$ cat src/common/sim_regs.vh
`ifndef SIM_REGS_VH
`define SIM_REGS_VH
// ----------------------------------------------------------------------
// Register offsets (word index on the plain register port)
// ----------------------------------------------------------------------
`define SIM_OFF_CTRL      3'h0
`define SIM_OFF_TXBUF     3'h1
`define SIM_OFF_RXBUF     3'h2
`define SIM_OFF_STATUS    3'h3
`define SIM_OFF_BAUD      3'h4
// ----------------------------------------------------------------------
// Control register fields
// ----------------------------------------------------------------------
`define SIM_CTRL_TWO_WIRE 0
`define SIM_CTRL_ALT_ORD  1
`define SIM_CTRL_CKPHASE  2
`define SIM_CTRL_AUTOCND  3
`define SIM_CTRL_ACK_OE   4
`define SIM_CTRL_ACK_VAL  5
`define SIM_CTRL_STINIT   6
`define SIM_CTRL_ACKTRIG  7
`define SIM_CTRL_MPFMT    8
`define SIM_CTRL_MULTIPROC_INT_ENABLE     9
`define SIM_CTRL_EXTCLK   10
`define SIM_CTRL_CLKWAIT  11
`define SIM_CTRL_MODE_LO  12
`define SIM_CTRL_MODE_HI  14
`define SIM_CTRL_RESET    16'h0000
// Serial mode field codes for multiprocessor frames.
`define SIM_MODE_MP7      3'h4
`define SIM_MODE_MP8      3'h5
// ----------------------------------------------------------------------
// Receive buffer and status fields
// ----------------------------------------------------------------------
`define SIM_RX_RECEIVED_MULTIPROC_FLAG       9
`define SIM_RX_FER        10
`define SIM_RX_OER        11
`define SIM_ST_TXEMPTY    0
`define SIM_ST_RXDONE     1
`define SIM_ST_ACK        2
`define SIM_ST_NACK       3
`define SIM_ST_START      4
`define SIM_ST_STOP       5
`define SIM_ST_BUSY       6
`define SIM_ST_W1C_MASK   16'h003C
`define SIM_BAUD_RESET    8'h0F
`define SIM_NINTH_BIT     4'h9
`define SIM_EIGHTH_BIT    4'h8
`endif

$ cat src/rtl/sim_sync.v
`timescale 1ns/100ps
// ----------------------------------------------------------------------
// Two-stage synchroniser for pins from outside the clock domain
// ----------------------------------------------------------------------
module sim_sync #(
  parameter WIDTH = 3
) (
  input  wire             clk,
  input  wire             srst,
  input  wire [WIDTH-1:0] async_in,
  output reg  [WIDTH-1:0] sync_out
);
  reg [WIDTH-1:0] meta_reg;

  // Idle lines sit high, so reset to ones avoids a false start condition.
  always @(posedge clk) begin
    if (srst) begin
      meta_reg <= {WIDTH{1'b1}};
      sync_out <= {WIDTH{1'b1}};
    end else begin
      meta_reg <= async_in;
      sync_out <= meta_reg;
    end
  end
endmodule // sim_sync

$ cat src/rtl/sim_async_rx.v
`timescale 1ns/100ps
`include "sim_regs.vh"
// ----------------------------------------------------------------------
// Asynchronous frame receiver: start, 7 or 8 data bits LSB first,
// one multiprocessor bit, one stop bit. No parity is ever checked.
// ----------------------------------------------------------------------
module sim_async_rx (
  input  wire       clk,
  input  wire       srst,
  input  wire       rx_en,
  input  wire       rxd,
  input  wire       eight_bit,
  input  wire [7:0] baud_div,
  output reg        done,
  output reg  [7:0] data,
  output reg        mp_bit,
  output reg        frame_err
);
  localparam IDLE = 2'h0;
  localparam SHIFT = 2'h1;
  localparam STOP = 2'h2;

  reg [1:0] state_reg;
  reg [7:0] tick_reg;
  reg [3:0] bit_reg;
  reg [8:0] shift_reg;
  wire      mid = (tick_reg == {1'b0, baud_div[7:1]});
  wire      last = (tick_reg == baud_div);
  wire [3:0] nbits = eight_bit ? 4'h9 : 4'h8;

  // Bit timing counts baud_div+1 clocks per bit and samples mid-bit.
  always @(posedge clk) begin
    if (srst) begin
      state_reg <= IDLE;
      tick_reg  <= 8'h00;
      bit_reg   <= 4'h0;
      shift_reg <= 9'h000;
      done      <= 1'b0;
      data      <= 8'h00;
      mp_bit    <= 1'b0;
      frame_err <= 1'b0;
    end else begin
      done     <= 1'b0;
      tick_reg <= last ? 8'h00 : tick_reg + 8'h01;
      case (state_reg)
        IDLE: begin
          tick_reg <= 8'h00;
          bit_reg  <= 4'h0;
          if (rx_en && !rxd) begin
            state_reg <= SHIFT;
          end
        end
        SHIFT: begin
          if (mid && bit_reg == 4'h0 && rxd) begin
            state_reg <= IDLE;          // Glitch, not a start bit.
          end else if (mid && bit_reg != 4'h0) begin
            shift_reg <= {rxd, shift_reg[8:1]};
          end
          if (last) begin
            bit_reg <= bit_reg + 4'h1;
            if (bit_reg == nbits) begin
              state_reg <= STOP;
            end
          end
        end
        STOP: begin
          if (mid) begin
            done      <= 1'b1;
            frame_err <= !rxd;
            mp_bit    <= shift_reg[8];
            data      <= eight_bit ? shift_reg[7:0]
                                   : {1'b0, shift_reg[7:1]};
            state_reg <= IDLE;
          end
        end
        default: begin
          state_reg <= IDLE;
        end
      endcase
    end
  end
endmodule // sim_async_rx

$ cat src/rtl/sim_top.v
`timescale 1ns/100ps
`include "sim_regs.vh"
// ----------------------------------------------------------------------
// Serial unit: two-wire receive layout, ACK/NACK, start-initialise and
// asynchronous multiprocessor reception.
// ----------------------------------------------------------------------
// Overview of operation
// - Normal order: bits one to eight land in buffer b7..b0; ninth is ack.
// - Alternate order: bits one to seven in b6..b0, eighth bit in b8.
// - Alternate order with phase select 1: ninth rising edge restores layout.
// - Auto conditions off and ack output on: drive ack data onto SDA.
// - Normal order: SDA sampled at ninth rising edge, high NACK, low ACK.
// - Ack trigger source chosen: detected ack requests a controller transfer.
// - Start with init: reload tx shifter from buffer, hold pin, then send.
// - Start with init: clear rx shifter, receive from next clock pulse.
// - Start with init: set clock wait, SCL held low from ninth fall.
// - Start with init itself leaves the tx buffer empty flag alone; the ninth fall still sets it.
// - Multiprocessor bit 1 marks an ID frame, 0 a data frame.
// - Interrupt enable set: no transfer, errors or flag updates until ID.
// - ID frame sets received flag, clears interrupt enable, resumes reception.
// - ID frame goes to the receive buffer and raises receive complete.
// - Multiprocessor format ignores parity; framing matches normal async mode.
// - Received flag marks buffer data as ID when 1, data when 0.
// - Multiprocessor reception uses the normal asynchronous bit clock.
// - Start: SDA falls while SCL high; stop: SDA rises while SCL high.
module sim_top (
  input  wire        clk,
  input  wire        srst,
  input  wire [2:0]  reg_addr,
  input  wire [15:0] reg_wdata,
  input  wire        reg_wr,
  input  wire        reg_rd,
  output reg  [15:0] reg_rdata,
  input  wire        scl_in,
  output reg         scl_out,
  output reg         scl_oe,
  input  wire        sda_in,
  output reg         sda_out,
  output reg         sda_oe,
  input  wire        rxd,
  output reg         ack_irq,
  output reg         nack_irq,
  output reg         rx_irq,
  output reg         dtc_req
);
  // --------------------------------------------------------------------
  // Pin synchronisers and edge detection
  // --------------------------------------------------------------------
  wire [2:0] pins_s;
  reg        scl_d_reg;
  reg        sda_d_reg;

  sim_sync #(.WIDTH(3)) u_sync (
    .clk      (clk),
    .srst     (srst),
    .async_in ({rxd, sda_in, scl_in}),
    .sync_out (pins_s)
  );

  wire scl_s    = pins_s[0];
  wire sda_s    = pins_s[1];
  wire rxd_s    = pins_s[2];
  wire scl_rise = scl_s && !scl_d_reg;
  wire scl_fall = !scl_s && scl_d_reg;
  wire start_det = scl_s && scl_d_reg && sda_d_reg && !sda_s;
  wire stop_det  = scl_s && scl_d_reg && !sda_d_reg && sda_s;

  // Delayed copies read only the second synchroniser stage.
  always @(posedge clk) begin
    if (srst) begin
      scl_d_reg <= 1'b1;
      sda_d_reg <= 1'b1;
    end else begin
      scl_d_reg <= scl_s;
      sda_d_reg <= sda_s;
    end
  end

  // ----------
  // Registers
  // ----------
  reg [15:0] ctrl_reg;
  reg [8:0]  txbuf_reg;
  reg [8:0]  rxbuf_reg;
  reg        received_multiproc_flag_reg;
  reg        fer_reg;
  reg        oer_reg;
  reg        txempty_reg;
  reg        rxdone_reg;
  reg        ack_st_reg;
  reg        nack_st_reg;
  reg        start_st_reg;
  reg        stop_st_reg;
  reg        busy_reg;
  reg [7:0]  baud_reg;
  reg [8:0]  rx_shift_reg;
  reg [8:0]  tx_shift_reg;
  reg [3:0]  bit_cnt_reg;
  reg        scl_hold_reg;

  wire two_wire  = ctrl_reg[`SIM_CTRL_TWO_WIRE];
  wire alt_order = ctrl_reg[`SIM_CTRL_ALT_ORD];
  wire ckphase   = ctrl_reg[`SIM_CTRL_CKPHASE];
  wire ack_drive = !ctrl_reg[`SIM_CTRL_AUTOCND] &&
                   ctrl_reg[`SIM_CTRL_ACK_OE];
  wire st_init   = ctrl_reg[`SIM_CTRL_STINIT];
  wire mp_fmt    = ctrl_reg[`SIM_CTRL_MPFMT];
  wire multiproc_int_enable      = ctrl_reg[`SIM_CTRL_MULTIPROC_INT_ENABLE];
  wire clk_wait  = ctrl_reg[`SIM_CTRL_CLKWAIT];
  wire [2:0] mode = ctrl_reg[`SIM_CTRL_MODE_HI:`SIM_CTRL_MODE_LO];
  wire init_go   = two_wire && start_det && st_init;
  wire wr_ctrl   = reg_wr && reg_addr == `SIM_OFF_CTRL;
  wire wr_stat   = reg_wr && reg_addr == `SIM_OFF_STATUS;
  wire rd_rxbuf  = reg_rd && reg_addr == `SIM_OFF_RXBUF;

  // ----------
  // Asynchronous multiprocessor receiver
  // ----------
  wire       arx_done;
  wire [7:0] arx_data;
  wire       arx_mp;
  wire       arx_fer;

  // Same bit timing as plain asynchronous mode; parity never enters.
  sim_async_rx u_arx (
    .clk       (clk),
    .srst      (srst),
    .rx_en     (!two_wire && mp_fmt),
    .rxd       (rxd_s),
    .eight_bit (mode == `SIM_MODE_MP8),
    .baud_div  (baud_reg),
    .done      (arx_done),
    .data      (arx_data),
    .mp_bit    (arx_mp),
    .frame_err (arx_fer)
  );

  wire arx_take = arx_done && !(multiproc_int_enable && !arx_mp);
  wire ninth_r  = two_wire && scl_rise && bit_cnt_reg == `SIM_EIGHTH_BIT;
  wire eighth_r = two_wire && scl_rise &&
                  bit_cnt_reg == (`SIM_EIGHTH_BIT - 4'h1);
  wire ninth_f  = two_wire && scl_fall && bit_cnt_reg == `SIM_NINTH_BIT;

  // --------------------------------------------------------------------
  // Control register: software writes, hardware sets clock wait and
  // clears the multiprocessor interrupt enable.
  // --------------------------------------------------------------------
  always @(posedge clk) begin
    if (srst) begin
      ctrl_reg <= `SIM_CTRL_RESET;
      baud_reg <= `SIM_BAUD_RESET;
    end else begin
      if (wr_ctrl) begin
        ctrl_reg <= reg_wdata;
      end
      if (reg_wr && reg_addr == `SIM_OFF_BAUD) begin
        baud_reg <= reg_wdata[7:0];
      end
      // Hardware updates follow the write so that they win over it.
      if (init_go) begin
        ctrl_reg[`SIM_CTRL_CLKWAIT] <= 1'b1;
      end
      if (arx_take && arx_mp && mp_fmt) begin
        ctrl_reg[`SIM_CTRL_MULTIPROC_INT_ENABLE] <= 1'b0;
      end
    end
  end

  // --------------------------------------------------------------------
  // Two-wire bit counter and shift registers
  // --------------------------------------------------------------------
  always @(posedge clk) begin
    if (srst) begin
      bit_cnt_reg  <= 4'h0;
      rx_shift_reg <= 9'h000;
      tx_shift_reg <= 9'h1FF;
      sda_out      <= 1'b0;
      sda_oe       <= 1'b0;
    end else if (init_go) begin
      bit_cnt_reg  <= 4'h0;
      rx_shift_reg <= 9'h000;
      tx_shift_reg <= {txbuf_reg[7:0], txbuf_reg[8]};
    end else if (two_wire) begin
      if (scl_rise) begin
        bit_cnt_reg  <= bit_cnt_reg + 4'h1;
        rx_shift_reg <= {rx_shift_reg[7:0], sda_s};
      end
      // Pin level changes only on a falling edge, so after a start the
      // level stands until the first bit is shifted out.
      if (scl_fall) begin
        if (bit_cnt_reg == `SIM_NINTH_BIT) begin
          bit_cnt_reg  <= 4'h0;
          tx_shift_reg <= {txbuf_reg[7:0], txbuf_reg[8]};
        end else begin
          tx_shift_reg <= {tx_shift_reg[7:0], 1'b1};
        end
        if (bit_cnt_reg == `SIM_EIGHTH_BIT && ack_drive) begin
          sda_oe <= !ctrl_reg[`SIM_CTRL_ACK_VAL];
        end else if (bit_cnt_reg != `SIM_NINTH_BIT) begin
          sda_oe <= !tx_shift_reg[8];
        end else begin
          sda_oe <= 1'b0;
        end
      end
      // The clock rise before a stop must not skew the next count.
      if (start_det || stop_det) begin
        bit_cnt_reg <= 4'h0;
      end
    end else begin
      bit_cnt_reg <= 4'h0;
      sda_oe      <= 1'b0;
    end
  end

  // --------------------------------------------------------------------
  // Clock wait: SCL pulled low from the ninth falling edge while the
  // wait bit stands; software clearing the bit frees the line.
  // --------------------------------------------------------------------
  always @(posedge clk) begin
    if (srst) begin
      scl_hold_reg <= 1'b0;
      scl_out      <= 1'b0;
      scl_oe       <= 1'b0;
    end else begin
      if (!clk_wait || !two_wire) begin
        scl_hold_reg <= 1'b0;
      end else if (ninth_f) begin
        scl_hold_reg <= 1'b1;
      end
      scl_oe <= scl_hold_reg;
    end
  end

  // --------------------------------------------------------------------
  // Receive buffer, error flags and event pulses
  // --------------------------------------------------------------------
  always @(posedge clk) begin
    if (srst) begin
      rxbuf_reg  <= 9'h000;
      received_multiproc_flag_reg   <= 1'b0;
      fer_reg    <= 1'b0;
      oer_reg    <= 1'b0;
      rxdone_reg <= 1'b0;
      rx_irq     <= 1'b0;
      ack_irq    <= 1'b0;
      nack_irq   <= 1'b0;
      dtc_req    <= 1'b0;
    end else begin
      rx_irq   <= 1'b0;
      ack_irq  <= 1'b0;
      nack_irq <= 1'b0;
      dtc_req  <= 1'b0;
      if (rd_rxbuf) begin
        rxdone_reg <= 1'b0;
      end
      // First transfer under alternate order: seven bits low, eighth high.
      if (eighth_r && alt_order) begin
        rxbuf_reg <= {sda_s, 1'b0, rx_shift_reg[6:0]};
      end
      if (ninth_r) begin
        if (!alt_order || ckphase) begin
          rxbuf_reg <= {1'b0, rx_shift_reg[7:0]};
        end
        if (!alt_order) begin
          ack_irq  <= !sda_s;
          nack_irq <= sda_s;
          dtc_req  <= !sda_s && ctrl_reg[`SIM_CTRL_ACKTRIG];
        end
        rxdone_reg <= 1'b1;
        rx_irq     <= 1'b1;
      end
      // Data frames are skipped whole while the enable waits for an ID.
      if (arx_take) begin
        rxbuf_reg  <= {1'b0, arx_data};
        received_multiproc_flag_reg   <= arx_mp;
        fer_reg    <= arx_fer;
        oer_reg    <= rxdone_reg && !rd_rxbuf;
        rxdone_reg <= 1'b1;
        rx_irq     <= 1'b1;
      end
    end
  end

  // --------------------------------------------------------------------
  // Transmit buffer and status flags; a hardware set beats a status write clear, but a tx buffer write beats the tx empty set.
  // --------------------------------------------------------------------
  always @(posedge clk) begin
    if (srst) begin
      txbuf_reg    <= 9'h1FF;
      txempty_reg  <= 1'b1;
      ack_st_reg   <= 1'b0;
      nack_st_reg  <= 1'b0;
      start_st_reg <= 1'b0;
      stop_st_reg  <= 1'b0;
      busy_reg     <= 1'b0;
    end else begin
      if (reg_wr && reg_addr == `SIM_OFF_TXBUF) begin
        txbuf_reg   <= reg_wdata[8:0];
        txempty_reg <= 1'b0;
      end else if (ninth_f && !init_go) begin
        txempty_reg <= 1'b1;
      end
      if (wr_stat) begin
        ack_st_reg   <= ack_st_reg && !reg_wdata[`SIM_ST_ACK];
        nack_st_reg  <= nack_st_reg && !reg_wdata[`SIM_ST_NACK];
        start_st_reg <= start_st_reg && !reg_wdata[`SIM_ST_START];
        stop_st_reg  <= stop_st_reg && !reg_wdata[`SIM_ST_STOP];
      end
      if (ninth_r && !alt_order && !sda_s) begin
        ack_st_reg <= 1'b1;
      end
      if (ninth_r && !alt_order && sda_s) begin
        nack_st_reg <= 1'b1;
      end
      if (start_det) begin
        start_st_reg <= 1'b1;
        busy_reg     <= 1'b1;
      end
      if (stop_det) begin
        stop_st_reg <= 1'b1;
        busy_reg    <= 1'b0;
      end
    end
  end

  // ----------
  // Read port: data stand in the cycle after the strobe only.
  // ----------
  always @(posedge clk) begin
    if (srst) begin
      reg_rdata <= 16'h0000;
    end else if (reg_rd) begin
      case (reg_addr)
        `SIM_OFF_CTRL:   reg_rdata <= ctrl_reg;
        `SIM_OFF_TXBUF:  reg_rdata <= {7'h00, txbuf_reg};
        `SIM_OFF_RXBUF:  reg_rdata <= {4'h0, oer_reg, fer_reg, received_multiproc_flag_reg,
                                       rxbuf_reg};
        `SIM_OFF_STATUS: reg_rdata <= {9'h000, busy_reg, stop_st_reg,
                                       start_st_reg, nack_st_reg,
                                       ack_st_reg, rxdone_reg,
                                       txempty_reg};
        `SIM_OFF_BAUD:   reg_rdata <= {8'h00, baud_reg};
        default:         reg_rdata <= 16'h0000;
      endcase
    end else begin
      reg_rdata <= 16'h0000;
    end
  end
endmodule // sim_top

$ cat config.mk
export PLATFORM = sky130hd
export DESIGN_NAME = sim_top
export DESIGN_NICKNAME = d
export VERILOG_FILES = /design/src/rtl/sim_sync.v /design/src/rtl/sim_async_rx.v /design/src/rtl/sim_top.v
export VERILOG_INCLUDE_DIRS = /design/src /design/src/common
export SDC_FILE = /design/constraint.sdc
export NUM_CORES = 1
export LEC_CHECK = 0
export BUFFER_PORTS_ARGS = -buffer_cell sky130_fd_sc_hd__buf_2
export CORE_MARGIN = 8
export CORE_UTILIZATION = 35
export DETAILED_ROUTE_END_ITERATION = 10
export SLEW_MARGIN = 40
export SYNTH_ARGS = -nofsm -noshare
export SYNTH_HDL_FRONTEND = slang
export SYNTH_SLANG_ARGS = --single-unit
$ cat constraint.sdc
create_clock -name clk -period 2.5 [get_ports clk]
set_input_delay 0.5 -clock clk [delete_from_list [all_inputs] [get_ports clk]]
set_output_delay 0.5 -clock clk [all_outputs]
set_load 0.005 [all_outputs]
Word-level counts from Yosys, hierarchy flattened

Index checks and enable logic that the tools add are counted.

Register bits: 138
Input bits: 26
Word-level logic and storage cells: 205

Add/sub/neg operators: 3
Equality and inequality tests: 18
Muxes and demuxes: 44
Bitwise operators: 6
Reductions and logical operators: 94

Operator list:

| cell                                                 | count |
|---|---|
| one-hot mux 16 bit (5 select lines)                  | 1 |
| 2-to-1 mux 9 bit                                     | 7 |
| logical AND 1 bit                                    | 41 |
| 2-to-1 mux 1 bit                                     | 22 |
| zero test 1 bit                                      | 19 |
| nonzero test 2 bit                                   | 9 |
| 2-to-1 mux 4 bit                                     | 4 |
| 2-to-1 mux 8 bit                                     | 2 |
| OR reduction 2 bit                                   | 7 |
| 2-to-1 mux 12 bit                                    | 1 |
| AND reduction 2 bit                                  | 6 |
| 2-to-1 mux 2 bit                                     | 5 |
| adder 4 x 1 -> 4 bit (second input constant)         | 2 |
| adder 8 x 1 -> 8 bit (second input constant)         | 1 |
| equality test 4 bit (second input constant)          | 2 |
| equality test 8 x 7 -> 1 bit                         | 1 |
| equality test 8 bit                                  | 1 |
| one-hot mux 4 bit (2 select lines)                   | 1 |
| equality test 3 x 2 -> 1 bit (second input constant) | 2 |
| equality test 3 bit (second input constant)          | 2 |
| != test 2 x 1 -> 1 bit (second input constant)       | 3 |
| inverter 1 bit                                       | 6 |
| one-hot mux 2 bit (3 select lines)                   | 1 |
| OR reduction 3 bit                                   | 2 |
| 15 further kinds                                     | 17 |

Logic depth before layout (Yosys ltp)

Gate-level depths: netlist of the first run.

Depth after elaboration: 9
Mapped depth: 7

Hierarchy

From an unflattened synthesis of the first run, not the netlist that was laid out.

Cells, all modules: 662
Area, all modules: 5938.2 um^2

By module, submodules not included:

| module       | instances | cells each | area an instance (um^2) | seq. area each (um^2) |
|---|---|---|---|---|
| sim_top      | 1         | 463        | 4051.4                  | 1961.9 |
| sim_async_rx | 1         | 187        | 1729.2                  | 680.7 |
| sim_sync     | 1         | 12         | 157.7                   | 120.1 |

Worst setup path after synthesis of the first run

No wires, ideal clock.

Path kind: input port to flip-flop
Start point: in reg_addr[0]
End point: reg reg_rdata[4]
Setup time: 0.115 ns
Data arrival time: 1.856 ns
Data required time: 2.385 ns
Path slack: 0.529 ns
Cell stages on the path: 6
Buffers on the path: 2
Cells stage by stage: clkbuf_1 -> buf_1 -> mux2_2 -> a22oi_1 -> o22ai_1 -> and2_1

Longest elaborated chain between the ends: 2

Ends and longest elaborated chain:

| element                                     | line          | text |
|---|---|---|
| start, declared                             | sim_top.v:29  | `input wire [2:0] reg_addr,` |
| equality test 3 bit (tied with other cells) | sim_top.v:333 | `case (reg_addr)` |
| one-hot mux 16 bit (5 select lines) (*)     | sim_top.v:333 |  |
| end signal, assigned                        | sim_top.v:334 | `` `SIM_OFF_CTRL: reg_rdata <= ctrl_reg; `` |
| end signal, assigned                        | sim_top.v:335 | `` `SIM_OFF_TXBUF: reg_rdata <= {7'h00, txbuf_reg}; `` |
| end signal, assigned                        | sim_top.v:336 | `` `SIM_OFF_RXBUF: reg_rdata <= {4'h0, oer_reg, fer_reg, received_multiproc_flag_reg, `` |
| end, declared                               | sim_top.v:33  | `output reg [15:0] reg_rdata,` |

Every way passes the cells marked *; elsewhere a longest branch is shown, timed or not.
A chain may end at the register's enable or synchronous reset.

Final worst setup path of the first run

Start point: reg u_arx.tick_reg[1]
End point: reg u_arx.shift_reg[0]

Longest elaborated chain between the ends: 5

Ends and longest elaborated chain:

| element                           | line              | text |
|---|---|---|
| start, declared                   | sim_async_rx.v:24 | `reg [7:0] tick_reg;` |
| start signal, assigned            | sim_async_rx.v:44 | `tick_reg <= last ? 8'h00 : tick_reg + 8'h01;` |
| equality test 8 x 7 -> 1 bit (*)  | sim_async_rx.v:27 | `wire mid = (tick_reg == {1'b0, baud_div[7:1]});` |
| logical AND 1 bit (2 in series)   | sim_async_rx.v:54 | `if (mid && bit_reg == 4'h0 && rxd) begin` |
| inverter 1 bit (no line)          | -                 |  |
| AND reduction 3 bit (no line) (*) | -                 |  |
| end signal, assigned              | sim_async_rx.v:57 | `shift_reg <= {rxd, shift_reg[8:1]};` |
| end, declared                     | sim_async_rx.v:26 | `reg [8:0] shift_reg;` |

Marked as above.

==> results.md, run 1 <==
- Highest clock rate: 467 MHz
- Cell Area, Synth: 6000 µm²
- Critical-path maximum fanout: 9
- Top_reg_cell synth: dfxtp_1
- CTS tree: built
- Width of the die: 147 µm
- Initial Util: 0.352
- Setup crit start kind: flip-flop
- Drt drc: 0
- Reg2reg path depth: 4
- PostCTS Resize Cnt: 0
- Sequential-to-total area share from yosys stat: 0.460
- Hold Path End: u_sync.meta_reg[1]$_SDFF_PP1_
- Insertion delay to the later sink of the worst-skew pair: 420 ps
- DR pass1 iterations: 5
- Total global routing track utilization: 0.148
- Root Driver: clkbuf_16
- NumNets Final: 739
- DRT iter0 DRCs: 333
- Worst Setup End Kind: flip-flop
- Setup TNS: 0 ps
- Routed Antenna Nets: 0
- Area Growth Syn to Fin: 16.2%
- RSZ-0062 raised after global routing: no
- Synth Register Bits: 138
- Via Count: 4,818
- Post CTS Setup Buffer Count: 0
- Async SR Flop Fraction: 0
- Maximum VDD drop: 0.496 mV
- Final min period: 2140 ps
- Synth unique cells: 67
- Gpl congestion: 0.830
- Worst EP required: 2810 ps
- Clk pin slew, worst setup/hold paths: 50 ps
- Antenna fix cells: 0
- WL per Instance: 16.3 µm
- Maximum clock insertion buffer count: 2
- Row cnt: 48
- Post-synthesis cell count: 667
- Power per cell area: 667 nW/µm²
- Hold Buf Count CTS: 0
- WL final: 15.4 mm
- Die area: 21,600 µm²
- Die Span Y: 147 µm
- Hpwl dp: 11.3 mm
- Measured slew at the worst slew-check pin: 725 ps
- Critical Path AT: 2450 ps
- Post-synth EDFFs: 0
- Max-Cap Viols: 0
- Crit Reg-Reg Startpoint: u_arx.tick_reg[1]$_SDFF_PP0_
- Core Area: 17,100 µm²
- Worst hold path class: primary input to flip-flop
- Slew margin rel.: 0.516
- Outcome: complete, no violations
- Vias in the first global route: 4,758
- Skew final: 6.85 ps
- Share of layout cells above drive strength 1: 0.169
- Setup Viol. Count Final: 0
- Tcrit/Tclk final: 0.857
- Hold Startpoint: sda_in
- CTS Buf Count: 17
- Clock sinks: 138
- Hold path depth: 2
- Total of warnings raised by yosys: 0
- Avg Cell Area, Syn: 9.00 µm²
- Commonest cells after routing, fill and taps aside: 138 x dfxtp_1, 105 x nand2_1, 47 x buf_2, 45 x nor2_1, 42 x mux2i_1
- Antenna violations before repair: 0
- Worst R2R End: u_arx.shift_reg[0]$_SDFFE_PP0P_
- H-tree Lvls: 4
- Worst hold slack: 264 ps
- Vias/cell: 5.12
- Final hold vios: 0
- Io pins: 50
- First-pass GRT wire length: 25.2 mm
- PortBufs: 47
- Reg-to-reg slack, setup: 360 ps
- Max-slew violation count: 0
- Critical path type: flip-flop to flip-flop
- Pleak: 2.68 nW
- Largest net degree at the start of global routing: 27
- Grt ovf: 0
- Most common cell after layout, fill and taps aside: dfxtp_1
[through the flow]
step,util,instance area (µm²),std cells,power [mW],setup slack (ps)
after global placement,0.379,6470,913,2.51,400
after detailed placement,0.379,6470,913,2.51,385
after CTS,0.409,6970,941,4.70,385
after global routing,0.409,6970,941,4.85,309
after floorplan,-,6010,668,2.42,529
final,0.409,6970,941,4.65,359
[cell families (layout without fill, tap and decap cells)]
| family | count (synthesis) | count (layout) | share of synthesized area |
|---|---|---|---|
| compound gates | 132 | 132 | 0.149 |
| xor+xnor | 28 | 28 | 0.0421 |
| fa+ha+maj | 6 | 6 | 0.0125 |
| buf+inv | 55 | 103 | 0.0404 |
| flops | 138 | 138 | 0.460 |
| mux | 50 | 50 | 0.0850 |
| other cells | 1 | 2 | 0.000625 |
| simple gates | 257 | 257 | 0.211 |
[worst max-delay path by stage]
stage	slack, ps	end	start
global placement	400	u_arx.shift_reg[0]$_SDFFE_PP0P_	u_arx.tick_reg[1]$_SDFF_PP0_
CTS	390	u_arx.shift_reg[0]$_SDFFE_PP0P_	u_arx.tick_reg[1]$_SDFF_PP0_
detailed placement	390	u_arx.shift_reg[0]$_SDFFE_PP0P_	u_arx.tick_reg[1]$_SDFF_PP0_
finish	360	u_arx.shift_reg[0]$_SDFFE_PP0P_	u_arx.tick_reg[1]$_SDFF_PP0_
floorplan	530	reg_rdata[4]$_SDFF_PP0_	reg_addr[0]
global route	310	u_arx.shift_reg[0]$_SDFFE_PP0P_	u_arx.bit_reg[0]$_SDFFE_PP0P_
[cells in the mapped netlist (all sizes together), types with 12 or more instances]
master | count | share of area
a31oi | 14 | 0.015
nor2 | 45 | 0.028
nand2 | 105 | 0.066
nand3 | 21 | 0.018
mux2i | 42 | 0.070
and2 | 13 | 0.014
buf | 12 | 0.014
clkbuf | 34 | 0.021
or2 | 13 | 0.014
a22oi | 16 | 0.020
xnor2 | 17 | 0.025
a21oi | 34 | 0.028
o21ai | 14 | 0.012
dfxtp | 138 | 0.46
[power breakdown]
group / switching, mW / internal [mW]
Sequential: 0.0257 / 2.22
Combinational: 0.128 / 0.0824
Clock: 0.875 / 1.31
[area by class of cell]
| type | count | area (µm²) |
|---|---|---|
| Clock buffer | 24 | 482 |
| Multi-Input combinational cell | 475 | 3020 |
| Timing Repair Buffer | 66 | 378 |
| Fill cell | 1741 | 10100 |
| Tap cell | 225 | 282 |
| Sequential cell | 138 | 2760 |
| Clock inverter | 4 | 20.0 |
| Inverter | 9 | 33.8 |
[critical path: stages, from the launching register on]
cell and delay, ps:
dfxtp_1 470, xor2_1 110, or4_4 560, or3_1 600, a31o_1 300
[metal layers]
metal,vias to the layer above,track usage,share of wire
met5,-,0,0
met4,0,0.0556,0.017
met3,21,0.0508,0.058
met2,129,0.214,0.44
met1,2243,0.198,0.49
li1,2425,-,-
Power figures use the tool's default switching activity.
==> inputs of run 2 (changes only) <==
Settings changed: CORE_UTILIZATION 35 to 45, SLEW_MARGIN 40 to 30.
==> results.md, run 2 (synthesis gave the netlist of run 1 again) <==
- Outcome: complete, no violations
- Maximum clock insertion buffer count: 2 (unchanged)
- Hpwl dp: 10.9 mm (-2.9%)
- Root Driver: clkbuf_16
- Io pins: 50 (unchanged)
- Hold path depth: 2 (unchanged)
- Flip-flop and latch area: 2760 µm² (unchanged)
- Via Count: 4,859 (+0.85%)
- Post CTS Setup Buffer Count: 0 (unchanged)
- PortBufs: 47 (unchanged)
- DR pass1 iterations: 5 (unchanged)
- WL final: 15.1 mm (-1.6%)
- Gpl congestion: 0.860 (+3.7%)
- Tcrit/Tclk final: 0.854 (-0.00287)
- Critical Path AT: 2440 ps (about the same)
- Measured slew at the worst slew-check pin: 713 ps (-11.8 ps)
- Reg2reg path depth: 4 (unchanged)
- Critical path type: flip-flop to flip-flop
- Slew margin rel.: 0.523 (+0.00758)
- Hold Buf Count CTS: 0 (unchanged)
- Row cnt: 42 (-13%)
- Setup Viol. Count Final: 0 (unchanged)
- Initial Util: 0.457 (+0.105)
- Worst hold slack: 267 ps (+3.56 ps)
- Final min period: 2130 ps (-7.17 ps)
- Setup crit start kind: flip-flop
- Final non-filler cell area: 6950 µm² (-0.34%)
- Vias in the first global route: 4,777 (+0.40%)
- Setup TNS: 0 ps (unchanged)
- Antenna violations before repair: 0 (unchanged)
- Most common cell after layout, fill and taps aside: dfxtp_1
- Critical-path maximum fanout: 9 (unchanged)
- # fillers: 1,227 (-30%)
- Maximum VDD drop: 0.549 mV (+11%)
- NumNets Final: 733 (-0.81%)
- Die Span Y: 132 µm (-11%)
- Clock sinks: 138 (unchanged)
- Max-slew violation count: 0 (unchanged)
- Commonest cells after routing, fill and taps aside: 138 x dfxtp_1, 105 x nand2_1, 47 x buf_2, 45 x nor2_1, 42 x mux2i_1
- Worst EP required: 2810 ps (about the same)
- CTS tree: built
- Highest clock rate: 469 MHz (+0.34%)
- CTS Buf Count: 17 (unchanged)
- Area after DPL: 6380 µm² (-1.4%)
- WL per Instance: 17.0 µm (+4.4%)
- Grt ovf: 0 (unchanged)
- Antenna fix cells: 0 (unchanged)
- DRT iter0 DRCs: 408 (+23%)
- Total global routing track utilization: 0.178 (+0.0300)
- Pleak: 2.68 nW (about the same)
- Core Area: 13,100 µm² (-23%)
- Worst hold path class: primary input to flip-flop
- Skew final: 6.49 ps (-0.367 ps)
- First-pass GRT wire length: 24.9 mm (-1.3%)
- Power per cell area: 707 nW/µm² (+6.1%)
- Largest net degree at the start of global routing: 47 (+74%)
- H-tree Lvls: 4 (unchanged)
- Vias/cell: 5.48 (+7.0%)
- Insertion delay to the later sink of the worst-skew pair: 410 ps (about the same)
- Drt drc: 0 (unchanged)
- Area of the multi-input gates: 3020 µm² (unchanged)
- Routed Antenna Nets: 0 (unchanged)
- Area Growth Syn to Fin: 15.8%
- Power Total: 4.92 mW (+5.7%)
- PostCTS Resize Cnt: 0 (unchanged)
- Share of layout cells above drive strength 1: 0.166 (-0.00303)
- Worst Setup End Kind: flip-flop
- Die area: 17,300 µm² (-20%)
- RSZ-0062 raised after global routing: no
- Max-Cap Viols: 0 (unchanged)
- Width of the die: 132 µm (-11%)
- Final hold vios: 0 (unchanged)
- Clk pin slew, worst setup/hold paths: 60 ps (about the same)
-- run 2: changes by cell type in the layout (fill, tap and decap cells not counted) --
cell / delta
buf_12: +1
clkinvlp_4: +2
buf_4: -7
clkbuf_8: -2
clkbuf_1: -2
bufinv_16: +3
-- run 2: final timing paths --
path	startpoint	end	slack, ps
min	scl_in	u_sync.meta_reg[0]$_SDFF_PP1_	270
max	baud_reg[5]$_SDFFE_PP0P_	u_arx.shift_reg[0]$_SDFFE_PP0P_	370
min reg2reg	u_sync.meta_reg[2]$_SDFF_PP1_	u_sync.sync_out[2]$_SDFF_PP1_	400
max reg2reg	baud_reg[5]$_SDFFE_PP0P_	u_arx.shift_reg[0]$_SDFFE_PP0P_	370
-- run 2: area by class of cell --
cell class / instances / area share
well taps: 176 / 0.0317
multi-input cells: 475 / 0.434
repair buffers: 60 / 0.0497
clock inverters: 9 / 0.0180
flip-flops and latches: 138 / 0.397
clock buffers: 20 / 0.0643
inverters: 9 / 0.00486
-- run 2: layer usage --
metal  GRT usage  share of wire
met1       0.226           0.47
met2       0.275           0.45
met3      0.0442          0.056
met4      0.0881          0.031
met5           0              0
-- run 2: worst max-delay path, cell delays in order (launching register included) --
cell,delay [ps]
dfxtp_1,470
xor2_2,140
or4_4,520
or3_1,590
a31o_1,300
-- run 2: metrics by stage --
stage	cells	setup WS, ps	utilization
4_1_cts	887	378	0.529
3_5_place_dp	858	218	0.486
3_3_place_gp	858	327	0.486
2_1_floorplan	668	529	-
5_1_grt	887	237	0.529
6_report	887	366	0.529
-- run 2: where the power goes --
part	internal [mW]	switching, mW	leakage [nW]
Sequential	2.22	0.0247	1.12
Combinational	0.0816	0.127	1.28
Clock	1.57	0.890	0.277
